[config.mk]
export PLATFORM = sky130hd
export DESIGN_NAME = mff_fcs_unit
export DESIGN_NICKNAME = d
export VERILOG_FILES = /design/src/hdl/mff_pkg.sv /design/src/hdl/mff_fcs_unit.sv
export SDC_FILE = /design/constraint.sdc
export NUM_CORES = 1
export LEC_CHECK = 0
export ABC_AREA = 1
export ABC_CLOCK_PERIOD_IN_PS = 6000
export BUFFER_PORTS_ARGS = -buffer_cell sky130_fd_sc_hd__buf_2
export CORE_AREA = 4 4 213 215
export CTS_CLUSTER_DIAMETER = 30
export DETAILED_ROUTE_END_ITERATION = 8
export DIE_AREA = 0 0 217 219
export PLACE_DENSITY = 0.65
export SETUP_SLACK_MARGIN = 0.5
export SLEW_MARGIN = 40
export SYNTH_ARGS = -nofsm -noshare
export SYNTH_HDL_FRONTEND = slang
export SYNTH_SLANG_ARGS = --single-unit
[constraint.sdc]
create_clock -name clk_i -period 6 [get_ports clk_i]
set_clock_uncertainty 0.15 [all_clocks]
set_input_delay 1.2 -clock clk_i [delete_from_list [all_inputs] [get_ports clk_i]]
set_output_delay 1.2 -clock clk_i [all_outputs]
set_load 0.05 [all_outputs]
[src/hdl/mff_pkg.sv]
// package for the mac frame fcs unit: offsets, fields, reset values, types
package mff_pkg;

	// ------------------------------------------------------------
	// register map
	// ------------------------------------------------------------
	localparam logic [5:0] ADDR_CTRL_ONE   = 6'h04;
	localparam logic [5:0] ADDR_PHY_STATUS = 6'h06;
	localparam logic [5:0] ADDR_IRQ_STATUS = 6'h0F;
	localparam logic [5:0] ADDR_IRQ_MASK   = 6'h0E;
	localparam logic [5:0] ADDR_CFG        = 6'h17;
	localparam logic [5:0] ADDR_SEQ        = 6'h18;
	localparam logic [5:0] ADDR_CLASS      = 6'h19;
	localparam logic [5:0] ADDR_FB_BASE    = 6'h20;

	localparam int BIT_AUTO_CRC  = 5;
	localparam int BIT_CRC_VALID = 7;
	localparam logic [7:0] CTRL_ONE_RST = 8'h22;
	localparam logic [7:0] CFG_RST      = 8'h00;

	// cfg bits
	localparam int CFG_AACK      = 0;
	localparam int CFG_NO_ADDR   = 1;
	localparam int CFG_RES_VER   = 2;

	// irq bits
	localparam int IRQ_DONE      = 0;
	localparam int IRQ_CRC_BAD   = 1;
	localparam int IRQ_FILT      = 2;

	// ------------------------------------------------------------
	// frame fields
	// ------------------------------------------------------------
	localparam int FCF_SEC      = 3;
	localparam int FCF_PANCOMP  = 6;
	localparam int FCF_ACK_REQ  = 5;
	localparam logic [4:0] HDR_FIXED = 5'h03;
	localparam int FCF_DST_LO   = 10;
	localparam int FCF_VER_LO   = 12;
	localparam int FCF_SRC_LO   = 14;
	localparam logic [2:0] FT_ACK = 3'h2;
	localparam logic [15:0] CRC_POLY  = 16'h1021;
	localparam logic [15:0] CRC_INIT  = 16'h0000;
	localparam logic [6:0]  LEN_MIN   = 7'h03;
	localparam logic [6:0]  LEN_MAX   = 7'h7F;
	localparam logic [2:0]  ACK_LEN   = 3'h5;

	typedef enum logic [1:0] {
		MFF_PLAIN_LEGACY,
		MFF_PLAIN_NEW,
		MFF_SEC_LEGACY,
		MFF_SEC_NEW
	} mff_class_t;

	typedef struct packed {
		logic [5:0] addr;
		logic [7:0] wdata;
		logic       wr;
		logic       rd;
	} mff_bus_req_t;

	typedef struct packed {
		logic       valid;
		logic [7:0] data;
		logic       last;
	} mff_octet_t;

endpackage

[src/hdl/mff_fcs_unit.sv]
// fcs generator and checker with header parsing for mac frames
//
// What this block does
// classify frames by security bit and version
// octet after frame control is sequence number
// auto-ack copies received sequence number
// destination address before source, pan first
// pan compression drops source pan id
// no-address frames only ack unless configured
// auxiliary security header only when b3 set
// crc over octets after length, appended last
// receive crc result in status bit
// on-fly tx crc, disabled by control bit
// polynomial x16 + x12 + x5 + 1
// b0 highest order, remainder is check field
// b0 first on air, r0 first
// crc over n-2 octets, replaces last two
// crc valid updated at frame done only
// auto-ack drops bad crc, no done irq
// zero init, no inversion, zero remainder passes
//
// The register addresses and the plain strobed port were left to the implementer.
`timescale 1ns/1ps
module mff_fcs_unit
	import mff_pkg::*;
(
	// clock and reset
	input  wire logic             clk_i,
	input  wire logic             rstn_i,
	// register port
	input  wire mff_pkg::mff_bus_req_t bus_i,
	output logic [7:0]            rdata_o,
	output logic                  irq_o,
	// transmit: start pulse, frame length, serial bit out
	input  wire logic             tx_start_i,
	input  wire logic [6:0]       tx_len_i,
	input  wire logic             tx_ready_i,
	output logic                  tx_bit_o,
	output logic                  tx_valid_o,
	output logic                  tx_busy_o,
	// receive: serial bits, frame start and end
	input  wire logic             rx_bit_i,
	input  wire logic             rx_valid_i,
	input  wire logic             rx_sof_i,
	input  wire logic             rx_eof_i,
	// auto-ack request and parsed header view
	output logic                  ack_req_o,
	output logic [7:0]            ack_seq_o,
	output logic                  sec_hdr_o,
	output logic [4:0]            hdr_len_o
);
	import mff_pkg::*;

	// ------------------------------------------------------------
	// crc step: lsb of octet first, msb-first shift register
	// ------------------------------------------------------------
	function automatic logic [15:0] crc_bit(input logic [15:0] c, input logic b);
		logic fb;
		fb = c[15] ^ b;
		crc_bit = {c[14:0], 1'b0} ^ (fb ? CRC_POLY : 16'h0000);
	endfunction

	// ------------------------------------------------------------
	// registers
	// ------------------------------------------------------------
	logic [7:0] ctrl_one;
	logic [7:0] cfg;
	logic [7:0] irq_stat;
	logic [7:0] irq_mask;
	logic       crc_valid;
	logic [7:0] seq_num;
	mff_class_t fclass;
	logic [7:0] fbuf [0:127];
	logic [2:0] irq_evt;
	logic [7:0] phy_status;

	always_ff @(posedge clk_i or negedge rstn_i) begin
		if (!rstn_i) begin
			ctrl_one <= CTRL_ONE_RST;
			cfg      <= CFG_RST;
			irq_mask <= 8'h00;
		end else if (bus_i.wr) begin
			if (bus_i.addr == ADDR_CTRL_ONE)
				ctrl_one <= bus_i.wdata;
			if (bus_i.addr == ADDR_CFG)
				cfg <= bus_i.wdata;
			if (bus_i.addr == ADDR_IRQ_MASK)
				irq_mask <= bus_i.wdata;
		end
	end

	always_ff @(posedge clk_i) begin
		if (bus_i.wr && bus_i.addr[5])
			fbuf[{1'b0, bus_i.addr[4:0]} + 7'h00] <= bus_i.wdata;
	end

	// set wins over write-one-to-clear
	always_ff @(posedge clk_i or negedge rstn_i) begin
		if (!rstn_i)
			irq_stat <= 8'h00;
		else begin
			irq_stat <= (irq_stat & ~((bus_i.wr && bus_i.addr == ADDR_IRQ_STATUS) ?
				bus_i.wdata : 8'h00)) | {5'h00, irq_evt};
		end
	end
	assign irq_o = |(irq_stat & irq_mask);

	// status word: only the crc result bit is backed, the rest read zero
	always_comb begin
		phy_status                = 8'h00;
		phy_status[BIT_CRC_VALID] = crc_valid;
	end

	always_ff @(posedge clk_i or negedge rstn_i) begin
		if (!rstn_i)
			rdata_o <= 8'h00;
		else if (bus_i.rd) begin
			case (bus_i.addr)
				ADDR_CTRL_ONE:   rdata_o <= ctrl_one;
				ADDR_PHY_STATUS: rdata_o <= phy_status;
				ADDR_IRQ_STATUS: rdata_o <= irq_stat;
				ADDR_IRQ_MASK:   rdata_o <= irq_mask;
				ADDR_CFG:        rdata_o <= cfg;
				ADDR_SEQ:        rdata_o <= seq_num;
				ADDR_CLASS:      rdata_o <= {6'h00, fclass};
				default:         rdata_o <= bus_i.addr[5] ? fbuf[{2'b00, bus_i.addr[4:0]}] : 8'h00;
			endcase
		end
	end

	// ------------------------------------------------------------
	// transmit
	// ------------------------------------------------------------
	logic [6:0]  tx_len;
	logic [6:0]  tx_idx;
	logic [2:0]  tx_bitn;
	logic [15:0] tx_crc;
	logic        tx_auto;
	logic        tx_in_fcs;
	logic [7:0]  tx_oct;
	logic        tx_step;

	assign tx_step   = tx_busy_o && tx_ready_i;
	assign tx_in_fcs = tx_auto && (tx_idx >= tx_len - 7'h02);
	assign tx_oct    = fbuf[tx_idx];
	assign tx_valid_o = tx_busy_o;

	always_ff @(posedge clk_i or negedge rstn_i) begin
		if (!rstn_i) begin
			tx_busy_o <= 1'b0;
			tx_idx    <= 7'h00;
			tx_bitn   <= 3'h0;
			tx_crc    <= CRC_INIT;
			tx_len    <= 7'h00;
			tx_auto   <= 1'b0;
			tx_bit_o  <= 1'b0;
		end else if (tx_start_i && !tx_busy_o && tx_len_i >= LEN_MIN) begin
			tx_busy_o <= 1'b1;
			tx_len    <= tx_len_i;
			tx_idx    <= 7'h00;
			tx_bitn   <= 3'h0;
			tx_crc    <= CRC_INIT;
			tx_auto   <= ctrl_one[BIT_AUTO_CRC];
		end else if (tx_step) begin
			if (tx_in_fcs) begin
				// r0 is the msb of the remainder and leaves first
				tx_bit_o <= tx_crc[15];
				tx_crc   <= {tx_crc[14:0], 1'b0};
			end else begin
				tx_bit_o <= tx_oct[tx_bitn];
				tx_crc   <= crc_bit(tx_crc, tx_oct[tx_bitn]);
			end
			tx_bitn <= tx_bitn + 3'h1;
			if (tx_bitn == 3'h7) begin
				tx_idx <= tx_idx + 7'h01;
				if (tx_idx + 7'h01 == tx_len)
					tx_busy_o <= 1'b0;
			end
		end
	end

	// ------------------------------------------------------------
	// receive: crc and header parse
	// ------------------------------------------------------------
	logic [15:0] rx_crc;
	logic [6:0]  rx_cnt;
	logic [2:0]  rx_bitn;
	logic [7:0]  rx_sh;
	logic [15:0] fcf;
	logic        oct_done;
	logic [7:0]  oct_val;
	logic [15:0] rx_crc_end;
	logic        crc_ok;
	logic        addr_ok;
	logic        ver_ok;
	logic        aack;
	logic [4:0]  dst_len;
	logic [4:0]  src_len;

	assign oct_done = rx_valid_i && rx_bitn == 3'h7;
	assign oct_val  = {rx_bit_i, rx_sh[7:1]};
	assign rx_crc_end = rx_valid_i ? crc_bit(rx_crc, rx_bit_i) : rx_crc;
	assign crc_ok   = (rx_crc_end == 16'h0000) && rx_cnt >= 7'h02;
	assign aack     = cfg[CFG_AACK];

	always_ff @(posedge clk_i or negedge rstn_i) begin
		if (!rstn_i) begin
			rx_crc  <= CRC_INIT;
			rx_cnt  <= 7'h00;
			rx_bitn <= 3'h0;
			rx_sh   <= 8'h00;
		end else if (rx_sof_i) begin
			rx_crc  <= CRC_INIT;
			rx_cnt  <= 7'h00;
			rx_bitn <= 3'h0;
		end else if (rx_valid_i) begin
			rx_crc  <= crc_bit(rx_crc, rx_bit_i);
			rx_sh   <= oct_val;
			rx_bitn <= rx_bitn + 3'h1;
			if (oct_done && rx_cnt != LEN_MAX)
				rx_cnt <= rx_cnt + 7'h01;
		end
	end

	always_ff @(posedge clk_i or negedge rstn_i) begin
		if (!rstn_i) begin
			fcf     <= 16'h0000;
			seq_num <= 8'h00;
		end else if (oct_done && !rx_sof_i) begin
			if (rx_cnt == 7'h00)
				fcf[7:0] <= oct_val;
			if (rx_cnt == 7'h01)
				fcf[15:8] <= oct_val;
			if (rx_cnt == 7'h02)
				seq_num <= oct_val;
		end
	end

	// address field lengths: pan id then address, destination first
	always_comb begin
		dst_len = 5'h00;
		src_len = 5'h00;
		case (fcf[FCF_DST_LO +: 2])
			2'h2:    dst_len = 5'h04;
			2'h3:    dst_len = 5'h0A;
			default: dst_len = 5'h00;
		endcase
		case (fcf[FCF_SRC_LO +: 2])
			2'h2:    src_len = 5'h04;
			2'h3:    src_len = 5'h0A;
			default: src_len = 5'h00;
		endcase
		if (dst_len != 5'h00 && src_len != 5'h00 && fcf[FCF_PANCOMP])
			src_len = src_len - 5'h02;
	end
	// header view is registered so it never glitches while fcf is loading
	always_ff @(posedge clk_i or negedge rstn_i) begin
		if (!rstn_i) begin
			hdr_len_o <= 5'h00;
			sec_hdr_o <= 1'b0;
		end else begin
			hdr_len_o <= HDR_FIXED + dst_len + src_len;
			sec_hdr_o <= fcf[FCF_SEC];
		end
	end

	assign addr_ok = (dst_len != 5'h00) || (src_len != 5'h00) ||
		(fcf[2:0] == FT_ACK) || cfg[CFG_NO_ADDR];
	assign ver_ok  = !fcf[FCF_VER_LO + 1] || cfg[CFG_RES_VER];

	always_ff @(posedge clk_i or negedge rstn_i) begin
		if (!rstn_i)
			fclass <= MFF_PLAIN_LEGACY;
		else begin
			case ({fcf[FCF_SEC], fcf[FCF_VER_LO]})
				2'b00:   fclass <= MFF_PLAIN_LEGACY;
				2'b01:   fclass <= MFF_PLAIN_NEW;
				2'b10:   fclass <= MFF_SEC_LEGACY;
				default: fclass <= MFF_SEC_NEW;
			endcase
		end
	end

	// ------------------------------------------------------------
	// frame end: crc status, done interrupt, auto-ack
	// ------------------------------------------------------------
	logic frame_done;
	assign frame_done = rx_eof_i && (!aack || (crc_ok && addr_ok && ver_ok));

	always_ff @(posedge clk_i or negedge rstn_i) begin
		if (!rstn_i) begin
			crc_valid <= 1'b0;
			ack_req_o <= 1'b0;
			ack_seq_o <= 8'h00;
		end else begin
			ack_req_o <= 1'b0;
			if (frame_done)
				crc_valid <= crc_ok;
			if (rx_eof_i && aack && crc_ok && addr_ok && ver_ok && fcf[FCF_ACK_REQ]) begin
				ack_req_o <= 1'b1;
				ack_seq_o <= seq_num;
			end
		end
	end

	always_comb begin
		irq_evt = 3'h0;
		irq_evt[IRQ_DONE]    = frame_done;
		irq_evt[IRQ_CRC_BAD] = rx_eof_i && !crc_ok;
		irq_evt[IRQ_FILT]    = rx_eof_i && !(addr_ok && ver_ok);
	end

endmodule

Yosys cells after proc, flatten, opt, wreduce, memory -nomap -nowiden
Memory sizes are Yosys's and may differ from the RTL's. Cells that the tools add are included.

Mux-type cells: 34. Bitwise logic cells: 10. Equality and inequality tests: 20. Reduce and logical (&&, ||, !) cells: 57. $add $sub $neg: 8. Magnitude comparators: 4.

Operators by type and width (count): 16-bit two-way mux (5); 8-bit case mux with 7 select lines (1); 7-bit two-way mux (6); 16-bit by 13-bit bitwise XOR with 16-bit output (2); 13-bit two-way mux (2); 1-bit logical AND (23); 2-bit AND reduction (10); 6-bit by 5-bit == test with 1-bit output (second input constant) (3); 8-bit bitwise AND (2); 16-bit logical NOT (1); 8-bit two-way mux (2); 4-bit case mux with 2 select lines (2); 5-bit nonzero test (3); 7-bit by 1-bit adder with 7-bit output (second input constant) (2); 7-bit by 2-bit >= comparator with 1-bit output (second input constant) (2); 6-bit by 3-bit == test with 1-bit output (second input constant) (2); 6-bit by 4-bit == test with 1-bit output (second input constant) (2); 3-bit two-way mux (4); 2-bit == test (second input constant) (5); 2-bit nonzero test (5); 1-bit two-way mux (9); 8-bit NOT (1); 8-bit by 3-bit bitwise OR with 8-bit output (1); 8-bit OR reduction (1); 24 further kinds (37).

Memories: 1. Register bits: 151. Input port bits: 31. Memory bits (writable): 1024.

Memories: fbuf (words 128, width 8, rd ports 2, clocked after memory_dff 0, write ports 1, line mff_fcs_unit.sv:73) `logic [7:0] fbuf [0:127];`.

Longest topological paths before layout
Depth in word-level cells: 15. Mapped depth: 18. Mapped depth without buffers: 17.

Worst setup path after synthesis
OpenSTA, ideal clock, no wires.

Path type: input to register. From: input port bus_i[10] (netlist bit). To: memory fbuf[0][0], enable pin. Stages: 5. Slack: 3043 ps. Data arrival time: 2437 ps. Library setup time: 370 ps. Path through: nor2_1 > buf_2 > buf_1 > nand2_1 > nor2_1.

RTL lines: from (decl) (line mff_fcs_unit.sv:31) `input wire mff_pkg::mff_bus_req_t bus_i,`; to (decl) (line mff_fcs_unit.sv:73).

Straight into the memory's write port.

Worst setup path after layout
From: register tx_idx[0]. To: register tx_crc[5].

Longest elaborated chain between the ends: 9. Elaborated cells on any way between the ends: 11.

Ends and longest elaborated chain: from (decl) (line mff_fcs_unit.sv:135) `logic [6:0] tx_idx;`; from (signal assigned) (line mff_fcs_unit.sv:175) `tx_idx <= tx_idx + 7'h01;`; memory read 128 x 8 bit; 1-bit binary-select mux with 3-bit select (line mff_fcs_unit.sv:171) `tx_crc <= crc_bit(tx_crc, tx_oct[tx_bitn]);`; 1-bit two-way mux (implied by the code) (line mff_fcs_unit.sv:171); 1-bit bitwise XOR (line mff_fcs_unit.sv:59) `fb = c[15] ^ b;`; 13-bit two-way mux (line mff_fcs_unit.sv:60) `crc_bit = {c[14:0], 1'b0} ^ (fb ? CRC_POLY : 16'h0000);`; 16-bit by 13-bit bitwise XOR with 16-bit output (line mff_fcs_unit.sv:60); 16-bit two-way mux (*) (line mff_fcs_unit.sv:165) `if (tx_in_fcs) begin`; 16-bit two-way mux (*) (line mff_fcs_unit.sv:164) `end else if (tx_step) begin`; 16-bit two-way mux (*) (line mff_fcs_unit.sv:157) `end else if (tx_start_i && !tx_busy_o && tx_len_i >= LEN_MIN) begin`; to (signal assigned) (line mff_fcs_unit.sv:168) `tx_crc <= {tx_crc[14:0], 1'b0};`; to (signal assigned) (line mff_fcs_unit.sv:171); to (decl) (line mff_fcs_unit.sv:137) `logic [15:0] tx_crc;`.

Mark *: on every way between the ends. The rest lies on a longest branch, timed or not. The select of a mux whose other input is x is not followed. A chain may end at the register's enable or synchronous reset.

==> qor.txt <==
Worst skew pair latency = 0.63 ns
Ys flop type = edfxtp_1
Area Growth Syn to Fin = 21.30%
Avg WL per Cell = 21.47 µm
CP endpoint kind = flip-flop
Post-DP Area = 19670 µm²
Global-route wire length before repair = 87.66 mm
Final layout net count = 2063
Int Power = 7247 µW
Hold Path Cell Cnt = 0
Worst Hold Launch = fcf[12]
Worst-case reg-to-reg path depth = 16
Syn_nets = 1997
DRC = 0
Yosys top cell area share = 40.72%
Die width = 217 µm
Cells after Synth = 1942
Via count = 15.34k
DR vias/cell = 5.729
Critical Path RT = 6.39 ns
Rel. slew slack = 39.30%
Maxcap violations = 0
Crit path arrival time = 3.96 ns
Total GRT Usage = 23.99%
FILL cells = 3846
Seq/Total Area, Yosys = 60.22%
Starting density of the core = 43.16%
Maximum VDD drop = 0.3699 mV
Reg power frac = 30.7%
Pleak = 0.009458 µW
Post-CTS setup buffer count = 0
FF-to-FF setup slack = 2.43 ns
Resized Gates After CTS = 0
Post-CTS Hold Fix Bufs = 0
Clock Power Share = 47.8%
Number of synthesized flops with an enable pin = 256
Comb pwr share = 21.5%
Die height = 219 µm
CP Class = flip-flop to flip-flop
Post-route cell area = 22900 µm²
Initial antenna violation count = 3
1st-pass router iterations = 6
Top cells by area, synth = edfxtp_1 41%, dfrtp_1 19%, nand2_1 12%
Core footprint = 43740 µm²
Slew @ Worst Pin = 0.9071 ns
Number of warnings issued by yosys = 0
Worst r2r src = tx_idx[0]
Initial DRC count = 1945
Worst setup SP type = flip-flop
CTS tree = built
Cell Rows = 77
RD Place Congestion = 0.9736
RSZ-0062 raised after global routing = no
Minimum clock period = 3.568 ns
Fin. Hold Viols = 0
Detailed Place HPWL = 36.67 mm
Switching Share = 32.25%
Routed WL = 57.46 mm
Mapped cell area = 18880 µm²
Clock Pin Slew Worst Setup and Hold Paths = 0.05 ns
Max Clk Rate = 0.2803 GHz
# H-tree levels = 3
I/O Pins = 58
Slew Viols, Final = 0
Bufs on Longest Clock Path = 3
Setup_tns = 0 ns
Worst Path Max Fanout = 78
Final setup fails = 0
Post-route clock period utilization = 59.47%
Synthesized area per cell = 9.721 µm²
Root buffer cell = clkbuf_16
Asr flop ratio synth = 36.48%
Hold Path Sink = fclass[0]
Power Density = 467.2 nW/µm²
Buffers on Ports = 57
Post-synth top area cell = edfxtp_1
Die Area = 47520 µm²
GRT overflow = 0
Fin util = 52.35%
CTS sink cnt = 403
Number of synthesized register bits = 403
Crit Reg-Reg Endpoint = tx_crc[5]
Worst hold path type = flip-flop to flip-flop
Switching pwr = 3451 µW
Post-route antenna net violation count = 0
Vias in the first global route = 14.71k
Netlist cell types = 46
Layout cells sized above 1 = 12.72%
CTS buffer count = 89
Status = completed
Largest net degree at the start of global routing = 79
Yosys cell counts (4+ instances only):
master	n
buf_2	41
o21ai_0	125
nand4_1	9
clkbuf_1	46
edfxtp_1	256
nor3_1	7
nor4_1	6
nor2_1	87
inv_1	119
nand3_1	185
mux2i_1	5
ha_1	23
nand2_1	581
o2111ai_1	13
o211ai_1	7
a22o_1	9
a22oi_1	96
a21oi_1	66
nand3_2	4
buf_1	11
dfrtp_1	145
a221oi_1	26
a31oi_1	8
xor2_1	14
o22ai_1	17
flip-flops by register name, summed over array words and instances (netlist names), 2 cells and up:
register / cells
rx_bitn: 3
fbuf: 256
tx_bitn: 3
rdata_o: 8
ack_seq_o: 8
tx_idx: 7
tx_crc: 16
rx_sh: 7
hdr_len_o: 5
fclass: 2
fcf: 12
rx_crc: 16
ctrl_one: 8
tx_len: 7
rx_cnt: 7
seq_num: 8
cfg: 8
irq_stat: 8
irq_mask: 8
power groups by stage:
stage | registers [µW] | clock network, µW | logic (µW)
after floorplan | 3280 | 0 | 1540
after global placement | 3320 | 0 | 2190
after detailed placement | 3330 | 0 | 2230
after CTS | 3280 | 5160 | 2250
after global routing | 3300 | 5320 | 2500
final | 3290 | 5110 | 2300
worst max path at each step:
stage / slack (ns) / from / cells after the start / end
final: 2.43 / tx_idx[0] / 16 / tx_crc[5]
after CTS: 2.33 / tx_idx[0] / 16 / tx_crc[5]
after detailed placement: 2.14 / bus_i[10] / 6 / fbuf[22][0]
after global routing: 2.23 / tx_idx[0] / 16 / tx_crc[12]
after global placement: 2.18 / bus_i[10] / 6 / fbuf[30][3]
after floorplan: 3.04 / bus_i[10] / 5 / fbuf[0][0]
final cells by class:
type | count | area, µm² | share of cell area (%)
Antenna cell | 1 | 2.502 | 0.01093
Clock inverter | 68 | 870.8 | 3.803
Clock buffer | 99 | 2327 | 10.16
Timing Repair Buffer | 78 | 488.0 | 2.131
Multi-Input combinational cell | 1311 | 6621 | 28.92
Tap cell | 592 | 740.7 | 3.235
Sequential cell | 403 | 11370 | 49.67
Inverter | 125 | 474.2 | 2.071
through the flow:
stage / power, µW / instances / hold slack [ns] / worst slack [ns]
floorplan: 4814 / 1942 / 0.2224 / 3.043
global placement: 5514 / 2508 / 0.2231 / 2.177
detailed placement: 5560 / 2509 / 0.2310 / 2.138
CTS: 10690 / 2676 / 0.2604 / 2.329
global route: 11130 / 2677 / 0.2686 / 2.228
finish: 10700 / 2677 / 0.2518 / 2.432
metal layers:
layer,share of wire (%),GRT usage (%)
met1,39,31.46
met2,46,37.72
met3,9.5,5.289
met4,5.1,12.27
met5,0.052,0
cells in the final DEF (no fill, tap or decap), types with 3 or more instances in the layout:
cell type,instances
clkbuf_1,6
nor2_1,75
xor2_1,14
inv_2,5
clkinv_1,11
inv_1,117
a221oi_1,26
nor2_4,3
ha_1,23
clkbuf_8,3
clkbuf_16,91
o22ai_1,17
o2111ai_1,13
buf_2,56
clkinv_4,10
o221ai_1,3
bufinv_16,15
clkinvlp_4,8
inv_6,5
nor2_2,12
dfrtp_1,143
a21oi_1,66
nand3_2,4
clkinv_2,15
o21ai_0,125
mux2i_1,5
nand3_1,185
nand2_1,581
nand4_1,9
a22o_1,9
a31oi_1,8
nor3_1,7
buf_4,18
o211ai_1,7
nor4_1,6
edfxtp_1,256
a22oi_1,96
critical path: stages, from the launching register on:
cell	delay, ns
dfrtp_4	0.43
buf_6	0.51
buf_4	0.69
nand2_1	0.15
nand3_1	0.14
nand3_1	0.13
nand3_1	0.21
nand3_1	0.19
nand3_1	0.14
nand3_1	0.11
nand3_2	0.10
nand2_1	0.08
nand2_2	0.09
nand3_2	0.08
nand2_1	0.07
nand3_1	0.07
nand2_1	0.07
logic make-up (layout without fill, tap and decap cells):
kind of cell / after synthesis / count (layout) / share of synthesized area, %
flip-flops: 403 / 403 / 60.22
multiplexers: 5 / 5 / 0.2651
AO/OA/AOI/OAI: 375 / 375 / 12.54
adder cells (fa/ha/maj): 24 / 24 / 1.630
other: 1 / 2 / 0.01986
XOR/XNOR: 16 / 16 / 0.7423
buffers and inverters: 228 / 370 / 4.944
AND/OR/NAND/NOR: 890 / 890 / 19.64
Power figures use the tool's default switching activity.
